`config.mk`:
```
export PLATFORM = sky130hd
export DESIGN_NAME = rft_top
export DESIGN_NICKNAME = d
export VERILOG_FILES = /design/src/shared/rft_pkg.sv /design/src/hdl/rft_fp_xlat.sv /design/src/hdl/rft_top.sv
export VERILOG_INCLUDE_DIRS = /design/src /design/src/shared
export SDC_FILE = /design/constraint.sdc
export NUM_CORES = 2
export LEC_CHECK = 0
export ABC_AREA = 0
export BUFFER_PORTS_ARGS = -buffer_cell sky130_fd_sc_hd__buf_4
export CORE_UTILIZATION = 35
export CTS_CLUSTER_DIAMETER = 150
export DETAILED_ROUTE_END_ITERATION = 10
export PLACE_DENSITY = 0.58
export SYNTH_ARGS = -nofsm -noshare
export SYNTH_HDL_FRONTEND = slang
export SYNTH_SLANG_ARGS = --single-unit
```
`constraint.sdc`:
```
create_clock -name pclk -period 4.1 [get_ports pclk]
set_input_delay 0 -clock pclk [delete_from_list [all_inputs] [get_ports pclk]]
set_output_delay 0 -clock pclk [all_outputs]
set_load 0.01 [all_outputs]
```
`src/shared/rft_params.svh`:
```
// Constants for the register file transfer unit
`ifndef RFT_PARAMS_SVH
`define RFT_PARAMS_SVH
// ----------------------------------------
// APB register offsets
// ----------------------------------------
`define RFT_OFF_CTRL    12'h000
`define RFT_OFF_PSR     12'h004
`define RFT_OFF_PRED_LO 12'h008
`define RFT_OFF_PRED_HI 12'h00c
`define RFT_OFF_OPCNT   12'h010
// ----------------------------------------
// Fields and reset values
// ----------------------------------------
`define RFT_CTRL_PMD_EN 0
`define RFT_UM_MSB      5
`define RFT_PR_ROT_LSB  16
`define RFT_PMASK_ROT   16
`define RFT_PSR_RST     32'h0000_0000
`define RFT_CTRL_RST    1'b0
// ----------------------------------------
// Floating-point register format
// ----------------------------------------
`define RFT_INT_EXP     17'h1003e
`define RFT_FR_BIAS     17'h0ffff
`define RFT_EXP_ONES    17'h1ffff
`define RFT_SGL_BIAS    17'h0007f
`define RFT_DBL_BIAS    17'h003ff
`define RFT_SGL_EMAX    17'h000ff
`define RFT_DBL_EMAX    17'h007ff
`define RFT_SIG_INT     64'h8000_0000_0000_0000
`define RFT_NATVAL_EXP  17'h1fffe
`endif

```
`src/shared/rft_pkg.sv`:
```
// Types for the register file transfer unit
package rft_pkg;
   // Transfer operation from decode
   typedef enum logic [3:0] {
      OP_NONE     = 4'h0,
      OP_GETF_SIG = 4'h1,
      OP_GETF_EXP = 4'h2,
      OP_GETF_S   = 4'h3,
      OP_GETF_D   = 4'h4,
      OP_SETF_SIG = 4'h5,
      OP_SETF_EXP = 4'h6,
      OP_SETF_S   = 4'h7,
      OP_SETF_D   = 4'h8,
      OP_MOV_TO_GR   = 4'h9,
      OP_MOV_FROM_GR = 4'ha,
      OP_PR_MASK  = 4'hb,
      OP_PR_ROT   = 4'hc,
      OP_UM_SET   = 4'hd,
      OP_UM_CLR   = 4'he
   } rft_op_t;
   // Operand kind that selects the other file of a move
   typedef enum logic [2:0] {
      KIND_BR    = 3'h0,
      KIND_PR    = 3'h1,
      KIND_AR    = 3'h2,
      KIND_UM    = 3'h3,
      KIND_PMD   = 3'h4,
      KIND_CPUID = 3'h5,
      KIND_IP    = 3'h6
   } rft_kind_t;
   // Request from the execute pipeline
   typedef struct packed {
      logic        valid;
      rft_op_t     op;
      rft_kind_t   kind;
      logic [6:0]  idx;
      logic [63:0] gr_val;
      logic        gr_nat;
      logic [81:0] fr_val;
      logic [23:0] imm;
      logic [2:0]  hint;
   } rft_req_t;
   // Result back to the pipeline
   typedef struct packed {
      logic        valid;
      logic        gr_we;
      logic [63:0] gr_val;
      logic        gr_nat;
      logic        fr_we;
      logic [81:0] fr_val;
      logic        hint_vld;
      logic [2:0]  hint;
      logic        fault;
   } rft_rsp_t;
endpackage : rft_pkg

```
`src/hdl/rft_fp_xlat.sv`:
```
// General/floating-point register format translation
`timescale 1ns/10ps
`default_nettype none
`include "rft_params.svh"

module rft_fp_xlat (
   input  wire rft_pkg::rft_op_t op,
   input  wire logic [63:0]      gr_val,
   input  wire logic             gr_nat,
   input  wire logic [81:0]      fr_val,
   output logic [63:0]           gr_out,
   output logic                  gr_nat_out,
   output logic [81:0]           fr_out
);
   import rft_pkg::*;

   localparam logic [81:0] NATVAL = {1'b0, `RFT_NATVAL_EXP, 64'h0};

   logic        sgn;
   logic [16:0] exp;
   logic [63:0] sig;
   logic [16:0] re_s;
   logic [16:0] re_d;

   assign {sgn, exp, sig} = fr_val;
   assign re_s = exp - (`RFT_FR_BIAS - `RFT_SGL_BIAS);
   assign re_d = exp - (`RFT_FR_BIAS - `RFT_DBL_BIAS);

   // Memory format to register format, fraction left aligned
   function automatic logic [81:0] mem_to_fr(input logic s, input logic [16:0] e,
         input logic [16:0] emax, input logic [16:0] bias, input logic [62:0] f);
      logic [16:0] eb;
      eb = e + (`RFT_FR_BIAS - bias);
      if (e == 17'h0 && f == 63'h0) mem_to_fr = {s, 17'h0, 64'h0};
      else if (e == emax) mem_to_fr = {s, `RFT_EXP_ONES, 1'b1, f};
      else if (e == 17'h0) mem_to_fr = {s, `RFT_FR_BIAS - bias + 17'h1, 1'b0, f};
      else mem_to_fr = {s, eb, 1'b1, f};
   endfunction : mem_to_fr

   // Register to general direction, token maps to NaT
   always_comb begin
      gr_out     = 64'h0;
      gr_nat_out = 1'b0;
      if (fr_val == NATVAL) begin
         gr_nat_out = 1'b1;
      end else begin
         case (op)
            OP_GETF_SIG: gr_out = sig;
            OP_GETF_EXP: gr_out = {46'h0, sgn, exp};
            OP_GETF_S: begin
               if (exp == `RFT_EXP_ONES) gr_out = {32'h0, sgn, 8'hff, sig[62:40]};
               else if (sig == 64'h0) gr_out = {32'h0, sgn, 31'h0};
               else gr_out = {32'h0, sgn, re_s[7:0], sig[62:40]};
            end
            OP_GETF_D: begin
               if (exp == `RFT_EXP_ONES) gr_out = {sgn, 11'h7ff, sig[62:11]};
               else if (sig == 64'h0) gr_out = {sgn, 63'h0};
               else gr_out = {sgn, re_d[10:0], sig[62:11]};
            end
            default: gr_out = 64'h0;
         endcase
      end
   end

   // General to register direction, NaT maps to token
   always_comb begin
      fr_out = NATVAL;
      if (!gr_nat) begin
         case (op)
            OP_SETF_SIG: fr_out = {1'b0, `RFT_INT_EXP, gr_val};
            OP_SETF_EXP: fr_out = {gr_val[17], gr_val[16:0], `RFT_SIG_INT};
            OP_SETF_S: fr_out = mem_to_fr(gr_val[31], {9'h0, gr_val[30:23]},
                  `RFT_SGL_EMAX, `RFT_SGL_BIAS, {gr_val[22:0], 40'h0});
            OP_SETF_D: fr_out = mem_to_fr(gr_val[63], {6'h0, gr_val[62:52]},
                  `RFT_DBL_EMAX, `RFT_DBL_BIAS, {gr_val[51:0], 11'h0});
            default: fr_out = NATVAL;
         endcase
      end
   end
endmodule : rft_fp_xlat
`default_nettype wire

```
`src/hdl/rft_top.sv`:
```
// Register file transfer unit with APB control registers
//
// Contract
// - One move op picks the other file from the operand kind field.
// - Only general and float files face memory; others go through general.
// - Copy significand or sign plus exponent between general and float, both ways.
// - Move single/double memory numbers both ways, translating NaT tokens.
// - Copy branch to general and general to branch, with optional hints.
// - Predicate N maps to general bit N in both directions.
// - Mask holds bits for predicates 1..15 plus one bit for 16..63.
// - Predicate 0 always reads one; writes to it are dropped.
// - Masked write: set bits take general bit, clear bits keep value.
// - Rotating predicates move as if rename base were zero; base untouched.
// - Predicate read returns the whole file in one general result.
// - Read and write user mask, plus immediate set and clear of bits.
// - User mask is the low part of the status register itself.
// - Performance data reads return zero unless user reading is enabled.
// - Indexed identification register copies into a general result.
// - Current instruction pointer copies into a general result.
// - Float values are 82 bits: sign, 17-bit exponent, 64-bit significand.
// - Integer into significand gets exponent 0x1003E and sign zero.
`timescale 1ns/10ps
`default_nettype none
`include "rft_params.svh"

module rft_top #(
   parameter int NUM_BR    = 8,
   parameter int NUM_AR    = 8,
   parameter int NUM_PMD   = 4,
   parameter int NUM_CPUID = 5,
   // Identification words, values arbitrary
   parameter logic [NUM_CPUID*64-1:0] CPUID_VAL = '0
) (
   input  wire logic                     pclk,
   input  wire logic                     presetn,
   input  wire logic                     psel,
   input  wire logic                     penable,
   input  wire logic                     pwrite,
   input  wire logic [11:0]              paddr,
   input  wire logic [31:0]              pwdata,
   output logic [31:0]                   prdata,
   output logic                          pready,
   output logic                          pslverr,
   input  wire rft_pkg::rft_req_t        req,
   input  wire logic [63:0]              instr_ptr,
   input  wire logic [NUM_PMD*64-1:0]    pmd_value,
   output rft_pkg::rft_rsp_t             rsp
);
   import rft_pkg::*;

   localparam int BW = (NUM_BR > 1) ? $clog2(NUM_BR) : 1;
   localparam int AW = (NUM_AR > 1) ? $clog2(NUM_AR) : 1;
   localparam int PW = (NUM_PMD > 1) ? $clog2(NUM_PMD) : 1;
   localparam int CW = (NUM_CPUID > 1) ? $clog2(NUM_CPUID) : 1;

   // ----------------------------------------
   // State
   // ----------------------------------------
   logic [63:1] pr_q, pr_d;
   logic [63:0] br_q [NUM_BR];
   logic [63:0] br_d [NUM_BR];
   logic [63:0] ar_q [NUM_AR];
   logic [63:0] ar_d [NUM_AR];
   logic [31:0] psr_q, psr_d;
   logic        pmd_en_q, pmd_en_d;
   logic [31:0] opcnt_q, opcnt_d;
   logic [31:0] prdata_q, prdata_d;
   logic        perr_q, perr_d;
   rft_rsp_t    rsp_q, rsp_d;

   logic [63:0] pr_file;
   logic [63:0] pr_mask;
   logic [63:0] pmd_w [NUM_PMD];
   logic [63:0] cpuid_w [NUM_CPUID];
   logic [63:0] x_gr;
   logic        x_nat;
   logic [81:0] x_fr;
   logic        apb_wr;
   logic        br_ok, ar_ok, pmd_ok, cpu_ok;

   assign pr_file = {pr_q, 1'b1};
   assign apb_wr  = psel && penable && pwrite && !perr_q;
   assign br_ok   = req.idx < 7'(NUM_BR);
   assign ar_ok   = req.idx < 7'(NUM_AR);
   assign pmd_ok  = req.idx < 7'(NUM_PMD);
   assign cpu_ok  = req.idx < 7'(NUM_CPUID);

   // ----------------------------------------
   // Per entry unpacking and write mask
   // ----------------------------------------
   for (genvar g = 0; g < 64; g++) begin : g_mask
      if (g == 0) begin : g_p0
         assign pr_mask[g] = 1'b0;
      end else if (g < `RFT_PR_ROT_LSB) begin : g_stat
         assign pr_mask[g] = req.imm[g];
      end else begin : g_rot
         assign pr_mask[g] = req.imm[`RFT_PMASK_ROT];
      end
      if (g < NUM_PMD) begin : g_pmd
         assign pmd_w[g] = pmd_value[g*64 +: 64];
      end
      if (g < NUM_CPUID) begin : g_cpu
         assign cpuid_w[g] = CPUID_VAL[g*64 +: 64];
      end
   end

   // Format translation for float moves
   rft_fp_xlat u_xlat (
      .op         (req.op),
      .gr_val     (req.gr_val),
      .gr_nat     (req.gr_nat),
      .fr_val     (req.fr_val),
      .gr_out     (x_gr),
      .gr_nat_out (x_nat),
      .fr_out     (x_fr)
   );

   // ----------------------------------------
   // Transfer datapath
   // ----------------------------------------
   // Next values of the files, status word and result
   always_comb begin
      pr_d    = pr_q;
      br_d    = br_q;
      ar_d    = ar_q;
      psr_d   = psr_q;
      opcnt_d = opcnt_q;
      rsp_d   = '0;
      if (apb_wr && paddr == `RFT_OFF_PSR) psr_d = pwdata;
      if (req.valid) begin
         opcnt_d     = opcnt_q + 32'h1;
         rsp_d.valid = 1'b1;
         case (req.op)
            OP_GETF_SIG, OP_GETF_EXP, OP_GETF_S, OP_GETF_D: begin
               rsp_d.gr_we  = 1'b1;
               rsp_d.gr_val = x_gr;
               rsp_d.gr_nat = x_nat;
            end
            OP_SETF_SIG, OP_SETF_EXP, OP_SETF_S, OP_SETF_D: begin
               rsp_d.fr_we  = 1'b1;
               rsp_d.fr_val = x_fr;
            end
            OP_MOV_TO_GR: begin
               // Result goes to a general register; that is the path to memory
               rsp_d.gr_we = 1'b1;
               case (req.kind)
                  KIND_BR: rsp_d.gr_val = br_ok ? br_q[req.idx[BW-1:0]] : 64'h0;
                  KIND_PR: rsp_d.gr_val = pr_file;
                  KIND_AR: rsp_d.gr_val = ar_ok ? ar_q[req.idx[AW-1:0]] : 64'h0;
                  KIND_UM: rsp_d.gr_val = {58'h0, psr_q[`RFT_UM_MSB:0]};
                  KIND_PMD: rsp_d.gr_val = (pmd_en_q && pmd_ok) ?
                        pmd_w[req.idx[PW-1:0]] : 64'h0;
                  KIND_CPUID: rsp_d.gr_val = cpu_ok ?
                        cpuid_w[req.idx[CW-1:0]] : 64'h0;
                  KIND_IP: rsp_d.gr_val = instr_ptr;
                  default: rsp_d.fault = 1'b1;
               endcase
            end
            OP_MOV_FROM_GR: begin
               if (req.gr_nat) begin
                  rsp_d.fault = 1'b1;
               end else begin
                  case (req.kind)
                     KIND_BR: begin
                        if (br_ok) br_d[req.idx[BW-1:0]] = req.gr_val;
                        rsp_d.hint_vld = br_ok;
                        rsp_d.hint     = req.hint;
                        rsp_d.fault    = !br_ok;
                     end
                     KIND_AR: begin
                        if (ar_ok) ar_d[req.idx[AW-1:0]] = req.gr_val;
                        rsp_d.fault = !ar_ok;
                     end
                     KIND_UM: begin
                        psr_d[`RFT_UM_MSB:0] = req.gr_val[`RFT_UM_MSB:0];
                     end
                     default: rsp_d.fault = 1'b1;
                  endcase
               end
            end
            OP_PR_MASK: begin
               // Physical index equals logical: rename base never applied
               if (req.gr_nat) rsp_d.fault = 1'b1;
               else pr_d = (pr_q & ~pr_mask[63:1])
                     | (req.gr_val[63:1] & pr_mask[63:1]);
            end
            OP_PR_ROT: begin
               if (req.gr_nat) rsp_d.fault = 1'b1;
               else pr_d[63:`RFT_PR_ROT_LSB] = req.gr_val[63:`RFT_PR_ROT_LSB];
            end
            OP_UM_SET: begin
               psr_d[`RFT_UM_MSB:0] = psr_d[`RFT_UM_MSB:0] | req.imm[`RFT_UM_MSB:0];
            end
            OP_UM_CLR: begin
               psr_d[`RFT_UM_MSB:0] = psr_d[`RFT_UM_MSB:0] & ~req.imm[`RFT_UM_MSB:0];
            end
            default: rsp_d.fault = 1'b1;
         endcase
      end
   end

   // Register files and result
   always_ff @(posedge pclk or negedge presetn) begin
      if (!presetn) begin
         pr_q    <= '0;
         psr_q   <= `RFT_PSR_RST;
         opcnt_q <= 32'h0;
         rsp_q   <= '0;
         for (int i = 0; i < NUM_BR; i++) br_q[i] <= 64'h0;
         for (int i = 0; i < NUM_AR; i++) ar_q[i] <= 64'h0;
      end else begin
         pr_q    <= pr_d;
         psr_q   <= psr_d;
         opcnt_q <= opcnt_d;
         rsp_q   <= rsp_d;
         br_q    <= br_d;
         ar_q    <= ar_d;
      end
   end

   assign rsp = rsp_q;

   // ----------------------------------------
   // APB slave
   // ----------------------------------------
   // Read data captured in setup, error for unmapped offsets
   always_comb begin
      prdata_d = prdata_q;
      perr_d   = perr_q;
      pmd_en_d = pmd_en_q;
      if (psel && !penable) begin
         perr_d = 1'b0;
         if (paddr == `RFT_OFF_CTRL) prdata_d = {31'h0, pmd_en_q};
         else if (paddr == `RFT_OFF_PSR) prdata_d = psr_q;
         else if (paddr == `RFT_OFF_PRED_LO) prdata_d = pr_file[31:0];
         else if (paddr == `RFT_OFF_PRED_HI) prdata_d = pr_file[63:32];
         else if (paddr == `RFT_OFF_OPCNT) prdata_d = opcnt_q;
         else begin
            prdata_d = 32'h0;
            perr_d   = 1'b1;
         end
      end
      if (apb_wr && paddr == `RFT_OFF_CTRL) pmd_en_d = pwdata[`RFT_CTRL_PMD_EN];
   end

   // Bus registers
   always_ff @(posedge pclk or negedge presetn) begin
      if (!presetn) begin
         prdata_q <= 32'h0;
         perr_q   <= 1'b0;
         pmd_en_q <= `RFT_CTRL_RST;
      end else begin
         prdata_q <= prdata_d;
         perr_q   <= perr_d;
         pmd_en_q <= pmd_en_d;
      end
   end

   assign prdata  = prdata_q;
   assign pready  = 1'b1;
   assign pslverr = psel && penable && perr_q;
endmodule : rft_top
`default_nettype wire

```
==> qor.yml <==
timing:
  holdWs_ns: 0.0452
  relSlewSlack_pct: 6.77
  rsz0062_at_grt: "false"
  tns_ns: 0
  setup_slack_ns: 0.178
  worst_pin_slew_ns: 1.39
  fmax_ghz: 0.255
  finalSetupViolCount: 0
  hold_viol: 0
  final_max_slew_viol_count: 0
  min_period_ns: 3.92
  fin_crit_sh_pct: 95.7
  clock_skew_ns: 0.0310
cells_and_area:
  layout.nets: 6293
  area_delta_synth_final_pct: 26.9
  fin_cells: 8223
  layout-drive-gt1-share_pct: 40.9
placement:
  gp_congestion: 1.14
  pre_cts_slack_ns: 1.02
  hpwl_um: 209000
  io_buffers: 738
  placedCellCount: 7587
die:
  die_h_um: 428
  start_util_pct: 35.4
  coreArea_sq_um: 179000
  fp.dieArea_sq_um: 183000
  rows: 155
  dieWidth_um: 428
  boundaryPins: 747
global_route:
  grt.overflow.total: 0
  grtUsageTotal_pct: 33.0
  grt_pass1_wl_um: 424000
  antenna_found_initial: 48
  grt_max_degree: 122
  grt_pass1_vias: 51650
logic_synthesis:
  ys_seq_area_share_pct: 52.8
  yosysUniqueCellTypes: 87
  ys.flop_type: "dfrtp_1"
  ys_ff_latch: 1340
  netlist_area_sq_um: 63500
  yosys.area.top_type: "dfrtp_1"
  synth.avg_cell_area_sq_um: 13.3
  synthTopCellsByArea: "dfrtp_1 (53%), mux2_2 (18%), mux4_2 (5.1%)"
  syn_inst: 4775
  syn_nets: 5334
  synth_edf_count: 0
  synth.most_common_cell: "dfrtp_1"
  synth_warnings: 0
  postSynth.asyncResetShare_pct: 100
  netlist.area_leader.share_pct: 52.8
  synth_common_cells: "dfrtp_1 (1340), mux2_2 (1001), clkbuf_1 (312), a22oi_1 (217), mux2_1 (203)"
worst_setup_path:
  critical_path_class: "flip-flop to flip-flop"
  cp_max_fo: 59
  critPathArrivalTime_ns: 4.67
  required_ns: 4.85
  end_kind: "flip-flop"
  startpoint_type: "flip-flop"
route:
  drtIter0Drc: 6418
  wl_per_cell_um: 37.4
  ant_nets: 0
  vias_per_cell: 6.25
  routed-via-count: 51427
  wirelength_um: 307000
  drc_errors: 0
  first_pass_iters: 8
power:
  power_w: 0.0302
  powerDensity_nw_per_um2: 374
  p_sw_share_pct: 26.9
  switching_power_w: 0.00813
  power_frac_clock_pct: 43.3
  vdd_drop_max_mv: 0.313
  intPower_w: 0.0220
  p_comb_share_pct: 10.7
  leakagePower_nw: 38.1
  sequentialPowerShare_pct: 46.1
clock_network:
  cts_setup_buffers: 0
  cts_tree: "built"
  clk_path_buf_depth: 3
  clkTransAtPathRegs_ns: 0.06
  htreeDepth: 4
  clock_latency_ns: 0.81
  cts_buffers: 142
  root_buffer: "clkbuf_16"
  clock_sinks: 1340
worst_hold_path:
  hold_path.class: "primary input to flip-flop"
run_status:
  status: "finished clean"
flow_run:
  drv_cap: 0
## routing by layer
| metal | part of all wire (%) | vias to the layer above | track usage (%) |
|---|---|---|---|
| met5 | 0.040 | - | 0 |
| met4 | 10 | 20 | 28.7 |
| met3 | 8.8 | 1017 | 8.31 |
| met2 | 46 | 3033 | 52.0 |
| met1 | 35 | 27190 | 37.5 |
| li1 | - | 20167 | - |
## placed cells by master (no fill, tap or decap), drive strengths merged, types with 13 or more instances in the layout
cell type	synthesis	layout
and2	14	14
dlygate4sd3	0	356
and3	25	25
o21ai	66	66
inv	11	17
a221oi	78	78
a22oi	217	217
o31ai	34	34
nor2b	13	13
a221o	36	36
o211ai	13	13
nor3	28	28
mux4	145	145
mux2i	62	62
a31oi	25	25
and4	16	16
nand2	162	162
a21o	37	37
a22o	52	52
clkbuf	312	212
mux2	1204	1204
a222oi	129	129
nand4	39	39
dfrtp	1340	1340
nand3	42	42
clkinv	2	30
xnor2	20	20
o22ai	33	33
a21oi	77	77
nand2b	15	15
o2bb2ai	15	15
nor4	34	34
diode	0	24
nor2	145	145
buf	185	956
## sequential cells by signal (all words and copies together) (netlist names), 32 cells and up, named ones only
register / flops
pr_q: 48
prdata: 32
br_q: 512
ar_q: 512
rsp: 155
opcnt_q: 32
psr_q: 32
## cells by family (layout without fill, tap and decap cells)
kind of cell,count (synthesis),after routing,synth area share (%)
AO/OA/AOI/OAI,897,897,11.0
XOR/XNOR,32,32,0.441
adder cells (fa/ha/maj),1,1,0.0197
buffers and inverters,510,1579,3.42
flip-flops,1340,1340,52.8
multiplexers,1411,1411,27.5
other,1,25,0.00590
AND/OR/NAND/NOR,583,583,4.83
## cell type report
class | instances | area, sq um
timing repair buffer | 1312 | 11300
antenna | 24 | 60.1
sequential | 1340 | 33500
inverter | 13 | 48.8
clock inverter | 42 | 429
fill | 16262 | 98800
tap | 2355 | 2950
clock buffer | 212 | 4210
multi-input combinational | 2925 | 28000
## per-stage QoR
step,cell area [sq um],utilization (%)
2_1_floorplan,63500,-
3_5_place_dp,72300,40.3
6_report,80600,44.9
3_3_place_gp,72300,40.3
4_1_cts,80500,44.9
5_1_grt,80600,44.9
## worst max-delay path, cell delays in order (launching register included)
cell and delay [ns]:
dfrtp_1 0.57, or4bb_1 0.58, nor3_4 0.30, buf_12 0.35, a222oi_1 0.24, buf_2 0.27
o211a_1 0.21, dlygate4sd3_1 0.55, o211ai_1 0.16, dlygate4sd3_1 0.57
## path summary, 6_finish.rpt
check	start	slack [ns]	to	cells after the start
max	pmd_en_q	0.18	rsp[113]	9
min reg2reg	opcnt_q[31]	0.47	opcnt_q[31]	1
max in group asynchronous	presetn	3.29	br_q[27]	3
max reg2reg	pmd_en_q	0.18	rsp[113]	9
min in group asynchronous	presetn	0.09	rsp[154]	3
min	req[188]	0.05	rsp[154]	2
## power groups by stage
stage	registers [W]	clock network [W]	logic [W]
6_report	0.0139	0.0130	0.00322
5_1_grt	0.0139	0.0137	0.00328
4_1_cts	0.0139	0.0132	0.00312
3_5_place_dp	0.0141	0	0.00283
3_3_place_gp	0.0141	0	0.00281
2_1_floorplan	0.0138	0	0.00103
## timing repair
item                       CTS  global route
hold endpoints to repair  2037             0
gates resized for setup      0             0
hold buffers               357             0
(Power assumes the default switching activity.)
